==> config.mk <==
export PLATFORM = sky130hd
export DESIGN_NAME = flash_host_ctrl
export DESIGN_NICKNAME = d
export VERILOG_FILES = /design/src/flash_wait_timer.v /design/src/flash_host_ctrl.v
export VERILOG_INCLUDE_DIRS = /design/src /design/src/src
export SDC_FILE = /design/constraint.sdc
export NUM_CORES = 1
export LEC_CHECK = 0
export ABC_AREA = 0
export ABC_CLOCK_PERIOD_IN_PS = 3000
export BUFFER_PORTS_ARGS = -buffer_cell sky130_fd_sc_hd__buf_2
export CAP_MARGIN = 10
export CORE_UTILIZATION = 40
export DETAILED_ROUTE_END_ITERATION = 12
export PLACE_DENSITY = 0.61
export SYNTH_ARGS = -nofsm -noshare
export SYNTH_HDL_FRONTEND = slang
export SYNTH_SLANG_ARGS = --single-unit
==> constraint.sdc <==
create_clock -name CLK -period 3 [get_ports CLK]
set_clock_uncertainty 0.05 [all_clocks]
set_input_delay 0.75 -clock CLK [delete_from_list [all_inputs] [get_ports CLK]]
set_output_delay 0.75 -clock CLK [all_outputs]
set_load 0.03 [all_outputs]
==> src/flash_ctrl_defines.vh <==
/*
 Timing figures and command-port encodings for the parallel flash host controller.
 Assumes inclusion by bare name from the design files under src/.
*/
`ifndef FLASH_CTRL_DEFINES_VH
`define FLASH_CTRL_DEFINES_VH

// ------------------------------------------------------------
// Clock
// ------------------------------------------------------------
`define CLK_PERIOD_NS        10

// ------------------------------------------------------------
// Device timing, ns as printed or chosen
// ------------------------------------------------------------
`define SELECT_ACCESS_TIME_NS   120
`define RESET_PULSE_WIDTH_NS    500
`define RESET_RECOVERY_TIME_NS  50
`define WRITE_PULSE_NS          50
`define WRITE_HIGH_NS           30

// ------------------------------------------------------------
// Cycle counts at the clock period above (least times round up)
// ------------------------------------------------------------
// Read window: select time, one cycle of margin, two for the data synchroniser
`define SELECT_ACCESS_CYC  8'h0F
`define RESET_PULSE_CYC    8'h32
`define RESET_RECOV_CYC    8'h05
`define WRITE_PULSE_CYC    8'h05
`define WRITE_HIGH_CYC     8'h03

// ------------------------------------------------------------
// Command port operation codes
// ------------------------------------------------------------
`define OP_READ    2'h0
`define OP_WRITE   2'h1
`define OP_RESET   2'h2

// ------------------------------------------------------------
// Widths
// ------------------------------------------------------------
`define ADDR_W   19
`define DATA_W   16
`define CNT_W    8

`endif

==> src/flash_wait_timer.v <==
/*
 Down-counter giving a done pulse after a loaded number of cycles.
 Assumes one clock and an active-low asynchronous reset.
*/
`timescale 1ns/1ps
`default_nettype none
`include "flash_ctrl_defines.vh"

module flash_wait_timer
(
	input  wire                 clk,
	input  wire                 resetn,
	input  wire                 load,
	input  wire [`CNT_W-1:0]    count,
	output wire                 done
);

	reg [`CNT_W-1:0] cnt_ff;
	reg              run_ff;

	assign done = run_ff && (cnt_ff == 8'h01);

	always @(posedge clk or negedge resetn)
	begin
		if (!resetn)
		begin
			cnt_ff <= 8'h00;
			run_ff <= 1'b0;
		end
		else if (load)
		begin
			cnt_ff <= count;
			run_ff <= 1'b1;
		end
		else if (run_ff)
		begin
			cnt_ff <= cnt_ff - 8'h01;
			if (cnt_ff == 8'h01)
				run_ff <= 1'b0;
		end
	end

endmodule
`default_nettype wire

==> src/flash_host_ctrl.v <==
/*
 Host-side controller that drives a parallel NOR flash through its pins:
 timed read, write-cycle and hardware-reset sequences from a simple command port.
 Assumes the flash pins are wired directly, inputs asynchronous to CLK.
*/
// Behaviour
// - Read with select, gate low, strobe high
// - Write with strobe, select low, gate high
// - Bypass programming uses two writes, not four
// - Reads from standby wait select access time
// - Host reissues operation interrupted by reset; this controller leaves that to the caller
// - Host waits recovery time before reading
`timescale 1ns/1ps
`default_nettype none
`include "flash_ctrl_defines.vh"

module flash_host_ctrl
(
	input  wire                 CLK,
	input  wire                 RESETN,
	input  wire                 REQ_VALID,
	output wire                 REQ_READY,
	input  wire [1:0]           REQ_OP,
	input  wire [`ADDR_W-1:0]   REQ_ADDR,
	input  wire [`DATA_W-1:0]   REQ_WDATA,
	input  wire                 BYTE_MODE,
	output reg                  RSP_VALID,
	output reg  [`DATA_W-1:0]   RSP_RDATA,
	output reg                  BUSY,
	output reg  [17:0]          FL_ADDR,
	output reg                  FL_CE_N,
	output reg                  FL_OE_N,
	output reg                  FL_WE_N,
	output reg                  FL_RESET_N,
	output reg                  FL_BYTE_N,
	input  wire [`DATA_W-1:0]   FL_DQ_I,
	output reg  [`DATA_W-1:0]   FL_DQ_O,
	output reg  [`DATA_W-1:0]   FL_DQ_OE,
	input  wire                 FL_READY_BUSY_N
);

	// ------------------------------------------------------------
	// States
	// ------------------------------------------------------------
	localparam ST_IDLE   = 3'h0;
	localparam ST_READ   = 3'h1;
	localparam ST_WLOW   = 3'h2;
	localparam ST_WHIGH  = 3'h3;
	localparam ST_RPULSE = 3'h4;
	localparam ST_RRECOV = 3'h5;

	reg [2:0]         state_ff;
	reg [2:0]         nxt_state;
	reg [`DATA_W-1:0] dq_s1_ff;
	reg [`DATA_W-1:0] dq_s2_ff;
	reg               rb_s1_ff;
	reg               rb_s2_ff;
	reg               byte_ff;
	reg               tmr_load;
	reg [`CNT_W-1:0]  tmr_count;
	wire              tmr_done;

	assign REQ_READY = (state_ff == ST_IDLE);

	// ------------------------------------------------------------
	// Synchronisers
	// ------------------------------------------------------------
	always @(posedge CLK or negedge RESETN)
	begin
		if (!RESETN)
		begin
			dq_s1_ff <= 16'h0000;
			dq_s2_ff <= 16'h0000;
			rb_s1_ff <= 1'b1;
			rb_s2_ff <= 1'b1;
		end
		else
		begin
			dq_s1_ff <= FL_DQ_I;
			dq_s2_ff <= dq_s1_ff;
			rb_s1_ff <= FL_READY_BUSY_N;
			rb_s2_ff <= rb_s1_ff;
		end
	end

	flash_wait_timer u_timer
	(
		.clk    (CLK),
		.resetn (RESETN),
		.load   (tmr_load),
		.count  (tmr_count),
		.done   (tmr_done)
	);

	// ------------------------------------------------------------
	// Sequencer
	// ------------------------------------------------------------
	always @*
	begin
		nxt_state = state_ff;
		tmr_load  = 1'b0;
		tmr_count = 8'h00;
		case (state_ff)
			ST_IDLE:
			begin
				if (REQ_VALID)
				begin
					tmr_load = 1'b1;
					case (REQ_OP)
						`OP_READ:
						begin
							// Full select time covers a read leaving standby
							nxt_state = ST_READ;
							tmr_count = `SELECT_ACCESS_CYC;
						end
						`OP_WRITE:
						begin
							// One bus write; unlock, bypass, erase sequences are caller-built
							nxt_state = ST_WLOW;
							tmr_count = `WRITE_PULSE_CYC;
						end
						`OP_RESET:
						begin
							nxt_state = ST_RPULSE;
							tmr_count = `RESET_PULSE_CYC;
						end
						default:
						begin
							tmr_load = 1'b0;
						end
					endcase
				end
			end
			ST_READ:
				if (tmr_done)
					nxt_state = ST_IDLE;
			ST_WLOW:
			begin
				if (tmr_done)
				begin
					nxt_state = ST_WHIGH;
					tmr_load  = 1'b1;
					tmr_count = `WRITE_HIGH_CYC;
				end
			end
			ST_WHIGH:
				if (tmr_done)
					nxt_state = ST_IDLE;
			ST_RPULSE:
			begin
				if (tmr_done)
				begin
					nxt_state = ST_RRECOV;
					tmr_load  = 1'b1;
					tmr_count = `RESET_RECOV_CYC;
				end
			end
			ST_RRECOV:
				if (tmr_done)
					nxt_state = ST_IDLE;
			default:
				nxt_state = ST_IDLE;
		endcase
	end

	// ------------------------------------------------------------
	// Pin drive
	// ------------------------------------------------------------
	always @(posedge CLK or negedge RESETN)
	begin
		if (!RESETN)
		begin
			state_ff   <= ST_IDLE;
			FL_ADDR    <= 18'h00000;
			FL_CE_N    <= 1'b1;
			FL_OE_N    <= 1'b1;
			FL_WE_N    <= 1'b1;
			FL_RESET_N <= 1'b1;
			FL_BYTE_N  <= 1'b1;
			FL_DQ_O    <= 16'h0000;
			FL_DQ_OE   <= 16'h0000;
			byte_ff    <= 1'b0;
			RSP_VALID  <= 1'b0;
			RSP_RDATA  <= 16'h0000;
			BUSY       <= 1'b0;
		end
		else
		begin
			state_ff  <= nxt_state;
			RSP_VALID <= 1'b0;
			BUSY      <= !rb_s2_ff;
			if (state_ff == ST_IDLE && REQ_VALID)
			begin
				byte_ff   <= BYTE_MODE;
				FL_BYTE_N <= !BYTE_MODE;
				FL_ADDR   <= BYTE_MODE ? REQ_ADDR[18:1] : REQ_ADDR[17:0];
				FL_DQ_O   <= BYTE_MODE ? {REQ_ADDR[0], 7'h00, REQ_WDATA[7:0]} : REQ_WDATA;
				// Byte mode: top line carries the least address bit always
				FL_DQ_OE  <= BYTE_MODE ? 16'h8000 : 16'h0000;
				case (REQ_OP)
					`OP_READ:
					begin
						FL_CE_N <= 1'b0;
						FL_OE_N <= 1'b0;
						FL_WE_N <= 1'b1;
					end
					`OP_WRITE:
					begin
						FL_CE_N  <= 1'b0;
						FL_OE_N  <= 1'b1;
						FL_WE_N  <= 1'b0;
						FL_DQ_OE <= BYTE_MODE ? 16'h80FF : 16'hFFFF;
					end
					`OP_RESET:
						FL_RESET_N <= 1'b0;
					default:
						FL_CE_N <= 1'b1;
				endcase
			end
			else if (state_ff == ST_READ && tmr_done)
			begin
				// Status and identification codes only use the low byte
				RSP_RDATA <= byte_ff ? {8'h00, dq_s2_ff[7:0]} : dq_s2_ff;
				RSP_VALID <= 1'b1;
				FL_CE_N   <= 1'b1;
				FL_OE_N   <= 1'b1;
			end
			else if (state_ff == ST_WLOW && tmr_done)
			begin
				FL_WE_N <= 1'b1;
				FL_CE_N <= 1'b1;
			end
			else if (state_ff == ST_WHIGH && tmr_done)
				FL_DQ_OE <= byte_ff ? 16'h8000 : 16'h0000;
			else if (state_ff == ST_RPULSE && tmr_done)
				FL_RESET_N <= 1'b1;
		end
	end

endmodule
`default_nettype wire

## Word level (Yosys, flattened, before mapping)

Cells that the tools add are included.

| word-level totals | value |
|---|---|
| output and inout port bits | 74 |
| register bits after elaboration | 120 |
| input port bits | 58 |

| cells by class | value |
|---|---|
| eq/ne operators | 19 |
| add/sub/neg operators | 1 |
| bitwise gates (word level) | 1 |
| reductions and logical operators | 27 |
| muxes and demuxes | 49 |

Operators by type and width:

| cell | count |
|---|---|
| $mux 16 | 9 |
| $pmux 6 s3 | 2 |
| $mux 1 | 21 |
| $mux 18 | 1 |
| $mux 8 | 2 |
| $mux 15 | 1 |
| $mux 3 | 5 |
| $ne 2x2->1 const B | 7 |
| $pmux 3 s4 | 1 |
| $reduce_and 5->1 | 2 |
| $reduce_bool 2->1 | 5 |
| $pmux 3 s3 | 1 |
| $eq 8x1->1 const B | 1 |
| $pmux 1 s2 | 4 |
| $sub 8x1->8 const B | 1 |
| $eq 3x2->1 const B | 2 |
| $eq 3x3->1 const B | 2 |
| $logic_and 1x1->1 | 6 |
| $mux 6 | 1 |
| $reduce_and 2->1 | 3 |
| $reduce_and 3->1 | 2 |
| $reduce_or 3->1 | 2 |
| $ne 2x1->1 const B | 2 |
| $ne 4x1->1 const B | 1 |
| other kinds (11) | 13 |

## Depth between registers and ports, before layout

| logic depth | value |
|---|---|
| word-level depth | 8 |
| mapped depth | 8 |
| depth with buffers taken out | 6 |

## By module

Synthesis repeated with hierarchy kept, for this count alone.

| second synthesis, totals | value |
|---|---|
| cell total of the unflattened synthesis | 391 |
| area total of the unflattened synthesis | 4398.0 µm² |

By module, submodules not included:

| module | instances | area an instance (µm²) | cells each | sequential area each (µm²) |
|---|---|---|---|---|
| flash_host_ctrl | 1 | 3887.5 | 336 | 2461.1 |
| flash_wait_timer | 1 | 510.5 | 55 | 225.2 |

## Worst setup path before layout

OpenSTA, ideal clock, no wires.

| timing | value |
|---|---|
| kind | register to register |
| from | register u_timer.cnt_ff[1] |
| to | register RSP_RDATA[10] |
| stages on the path, launching flop included | 9 |
| arrival | 2.351 ns |
| required time | 2.825 ns |
| setup slack | 0.474 ns |
| path buffers | 2 |
| setup time | 0.125 ns |
| cell sequence | dfrtp_1 -> inv_1 -> ha_1 -> or3b_2 -> or4_1 -> buf_2 -> nor3_4 -> buf_8 -> mux2_2 |

| on the way | value |
|---|---|
| word-level cells in the longest chain between the ends | 4 |

Ends and longest elaborated chain:

| what | RTL line | RTL |
|---|---|---|
| start: declaration | flash_wait_timer.v:18 | `` reg [`CNT_W-1:0] cnt_ff; `` |
| start signal: assignment | flash_wait_timer.v:32 | `cnt_ff <= count;` |
| start signal: assignment | flash_wait_timer.v:37 | `cnt_ff <= cnt_ff - 8'h01;` |
| $eq 8x1->1 | flash_wait_timer.v:21 | `assign done = run_ff && (cnt_ff == 8'h01);` |
| $logic_and 1x1->1 | flash_wait_timer.v:21 |  |
| $logic_and 1x1->1 | flash_host_ctrl.v:220 | `else if (state_ff == ST_READ && tmr_done)` |
| $reduce_and 2->1 (no source line) | - |  |
| end signal: assignment | flash_host_ctrl.v:223 | `RSP_RDATA <= byte_ff ? {8'h00, dq_s2_ff[7:0]} : dq_s2_ff;` |
| end: declaration | flash_host_ctrl.v:28 | `` output reg [`DATA_W-1:0] RSP_RDATA, `` |

No other way between the ends.
A chain may end at the register's enable or synchronous reset.

## Final worst setup path

| timing | value |
|---|---|
| from | register u_timer.cnt_ff[1] |
| to | register RSP_RDATA[11] |

The elaborated chain is that of the path after synthesis.

==> run_results.csv <==
group,metric,value,unit
cells_and_area,antenna_cells,0,
global_route,grt_overflow,0,
clock_tree,cts_resized,0,
clock_tree,htreeDepth,3,
route,drcViolationCount,0,
floorplanning,row_count,37,
clock_tree,cts_setup_buffers,0,
route,wl_per_cell,13.77,um
clock_tree,clkSinkCount,107,
global_route,met3_usage,3.100,%
placed_design,portBuffers,131,
logic_synthesis,yosysTopAreaCellShare,57.08,%
sta,fmax,381.4,MHz
logic_synthesis,synth_edf_count,0,
cells_and_area,area_delta_synth_final,21.23,%
clock_tree,cts_made_buffers,9,
global_route,track_usage,16.35,%
clock_tree,clockRootBuffer,"clkbuf_8",
floorplanning,ios,132,
floorplanning,die_y,106.7,um
critical_path,arrival,2.83,ns
cells_and_area,fin_nets,556,
global_route,grt_pass1_wl,14370,um
global_route,grt_pass1_vias,2888,
logic_synthesis,syn-num-nets,439,
pwr,power.density,989.8,nW/um^2
sta,period_needed,2.622,ns
global_route,grt_use_met1,21.51,%
sta,tightest_slew,0.8037,ns
route,ant_nets,0,
logic_synthesis,synth_seq_area_share,61.27,%
floorplanning,fp.dieW,106.7,um
placed_design,finalWeightedCongestion,0.8122,
route,vias,2991,
worst_hold_path,hold_path_class,"in2async",
critical_path,reg2reg_depth,7,
logic_synthesis,synthCells,373,
sta,slew_headroom,45.97,%
logic_synthesis,yosys_warnings,0,
logic_synthesis,synth.largest_area_cell,"dfrtp_1",
route,routed_via_density,4.740,
critical_path,path_class,"reg2reg",
pwr,peakVddDrop,437.6,uV
clock_tree,ctsHoldBuffers,0,
sta,finalSetupViolations,0,
sta,hold_viol,0,
critical_path,worst_ep_required_time,3.20,ns
placed_design,place_inst,615,
clock_tree,clk_path_buf_depth,2,
sta,hold_ws,0.2841,ns
cells_and_area,fin_cells,631,
sta,tns,0,ns
pwr,p_leak,0.002765,uW
critical_path,startpoint_type,"register",
logic_synthesis,synth_seq_cells,107,
run,max_cap_viol_count,0,
global_route,grtUsageMet2,26.41,%
cells_and_area,drive_above_1_share,36.77,%
sta,finalMaxSlewViolations,0,
route,drt-initial-drc-count,123,
logic_synthesis,synth_area_per_cell,11.75,sq um
logic_synthesis,synthArstFlopShare,100.0,%
global_route,grt_max_degree,66,
run_status,status,"complete, no violations",
global_route,busiest_layer,"met2",
placed_design,post-dp-hpwl,6146,um
critical_path,crit_path_max_fanout,17,
pwr,power,5261,uW
logic_synthesis,ys_types,44,
sta,period_share,87.41,%
floorplanning,die-area,11380,sq um
logic_synthesis,synth_flop_cell,"dfrtp_1",
route,finalWirelength,8688,um
sta,rsz0062_at_grt,"false",
clock_tree,clock_latency,0.37,ns
global_route,antenna_found_initial,0,
floorplanning,initial_core_util,41.90,%
floorplanning,core_area,10460,sq um
logic_synthesis,synthTopCellsByArea,"dfrtp_1 57%, nand2_1 6.0%, mux2i_1 5.5%, dfstp_2 4.2%, mux2_2 4.1%",
route,first_pass_iters,4,
clock_tree,cts.clk_slew.worst_paths,0.10,ns
clock_tree,cts_tree,"built",
critical_path,rrSetupSlack,0.38,ns
logic_synthesis,syn_area,4384,sq um
critical_path,critPathCaptureType,"register",
## per-layer routing
layer | part of all wire [%] | vias up
met5 | 0 | -
met4 | 2.0 | 0
met3 | 4.4 | 14
met2 | 49 | 77
met1 | 45 | 1431
li1 | - | 1469
## state kept, by name (all words and copies together) (netlist names), 3 cells and up
name and count:
dq_s2_ff 16, FL_ADDR 18, FL_DQ_O 16, u_timer.cnt_ff 8
FL_DQ_OE 3, dq_s1_ff 16, RSP_RDATA 16, state_ff 3
## cells by family after synthesis
kind of cell	synth area share (%)
simple gates	13.19
flops	61.27
compound gates	6.707
buf+inv	5.165
mux	9.589
xor+xnor	1.798
fa+ha+maj	2.283
## cell usage after synthesis, drive strengths merged (3+ instances only)
master	instances
xnor2	4
dfrtp	100
ha	8
o21ai	35
nor2	7
and2b	6
buf	20
nor2b	4
xor2	5
dfstp	7
mux2	16
nand3	3
nand2	70
clkbuf	11
inv	9
nand2b	8
mux2i	24
a21oi	4
or4	3
nor3	8
## layout make-up
type                            instances  area, sq um
Clock inverter                          7        113.9
Sequential cell                       107         2686
Timing Repair Buffer                  137        715.7
Multi-Input combinational cell        226         1471
Inverter                                9        33.78
Tap cell                              136        170.2
Clock buffer                            9        123.9
Fill cell                             969         5147
## worst max-delay path: stages, from the launching register on
cell and delay (ns):
dfrtp_1 0.40, inv_1 0.08, ha_1 0.16, or3b_2 0.46
or4_1 0.55, nor3_4 0.15, buf_4 0.28, mux2_2 0.37
## final timing paths
path	startpoint	to
min	RESETN	FL_ADDR[4]
min reg2reg	dq_s1_ff[3]	dq_s2_ff[3]
min in group CLK	dq_s1_ff[3]	dq_s2_ff[3]
max in group asynchronous	RESETN	RSP_RDATA[11]
max	u_timer.cnt_ff[1]	RSP_RDATA[11]
max reg2reg	u_timer.cnt_ff[1]	RSP_RDATA[11]
## power by group
group	internal (uW)	switching, uW	total (uW)	leakage, uW
Clock	492	508	1000	0.000120
Sequential	1890	307	2200	0.00131
Combinational	671	1390	2060	0.00134
## layout by cell type, fill, tap and decap left out, drive strengths merged, types with 8 or more instances in the layout
master  Yosys  routed
mux2       16      16
ha          8       8
mux2i      24      24
nand2      70      70
inv         9      13
nand2b      8       8
nor3        8       8
o21ai      35      35
buf        20     137
dfrtp     100     100
clkbuf     11       9
## metrics by stage
step	instance area [sq um]	setup WS [ns]	util, %
after floorplan	4384	0.4742	-
after global placement	5077	0.4402	48.53
after detailed placement	5077	0.3856	48.53
after CTS	5315	0.3731	50.80
after global routing	5315	0.2704	50.80
final	5315	0.3778	50.80
Power figures use the tool's default switching activity.
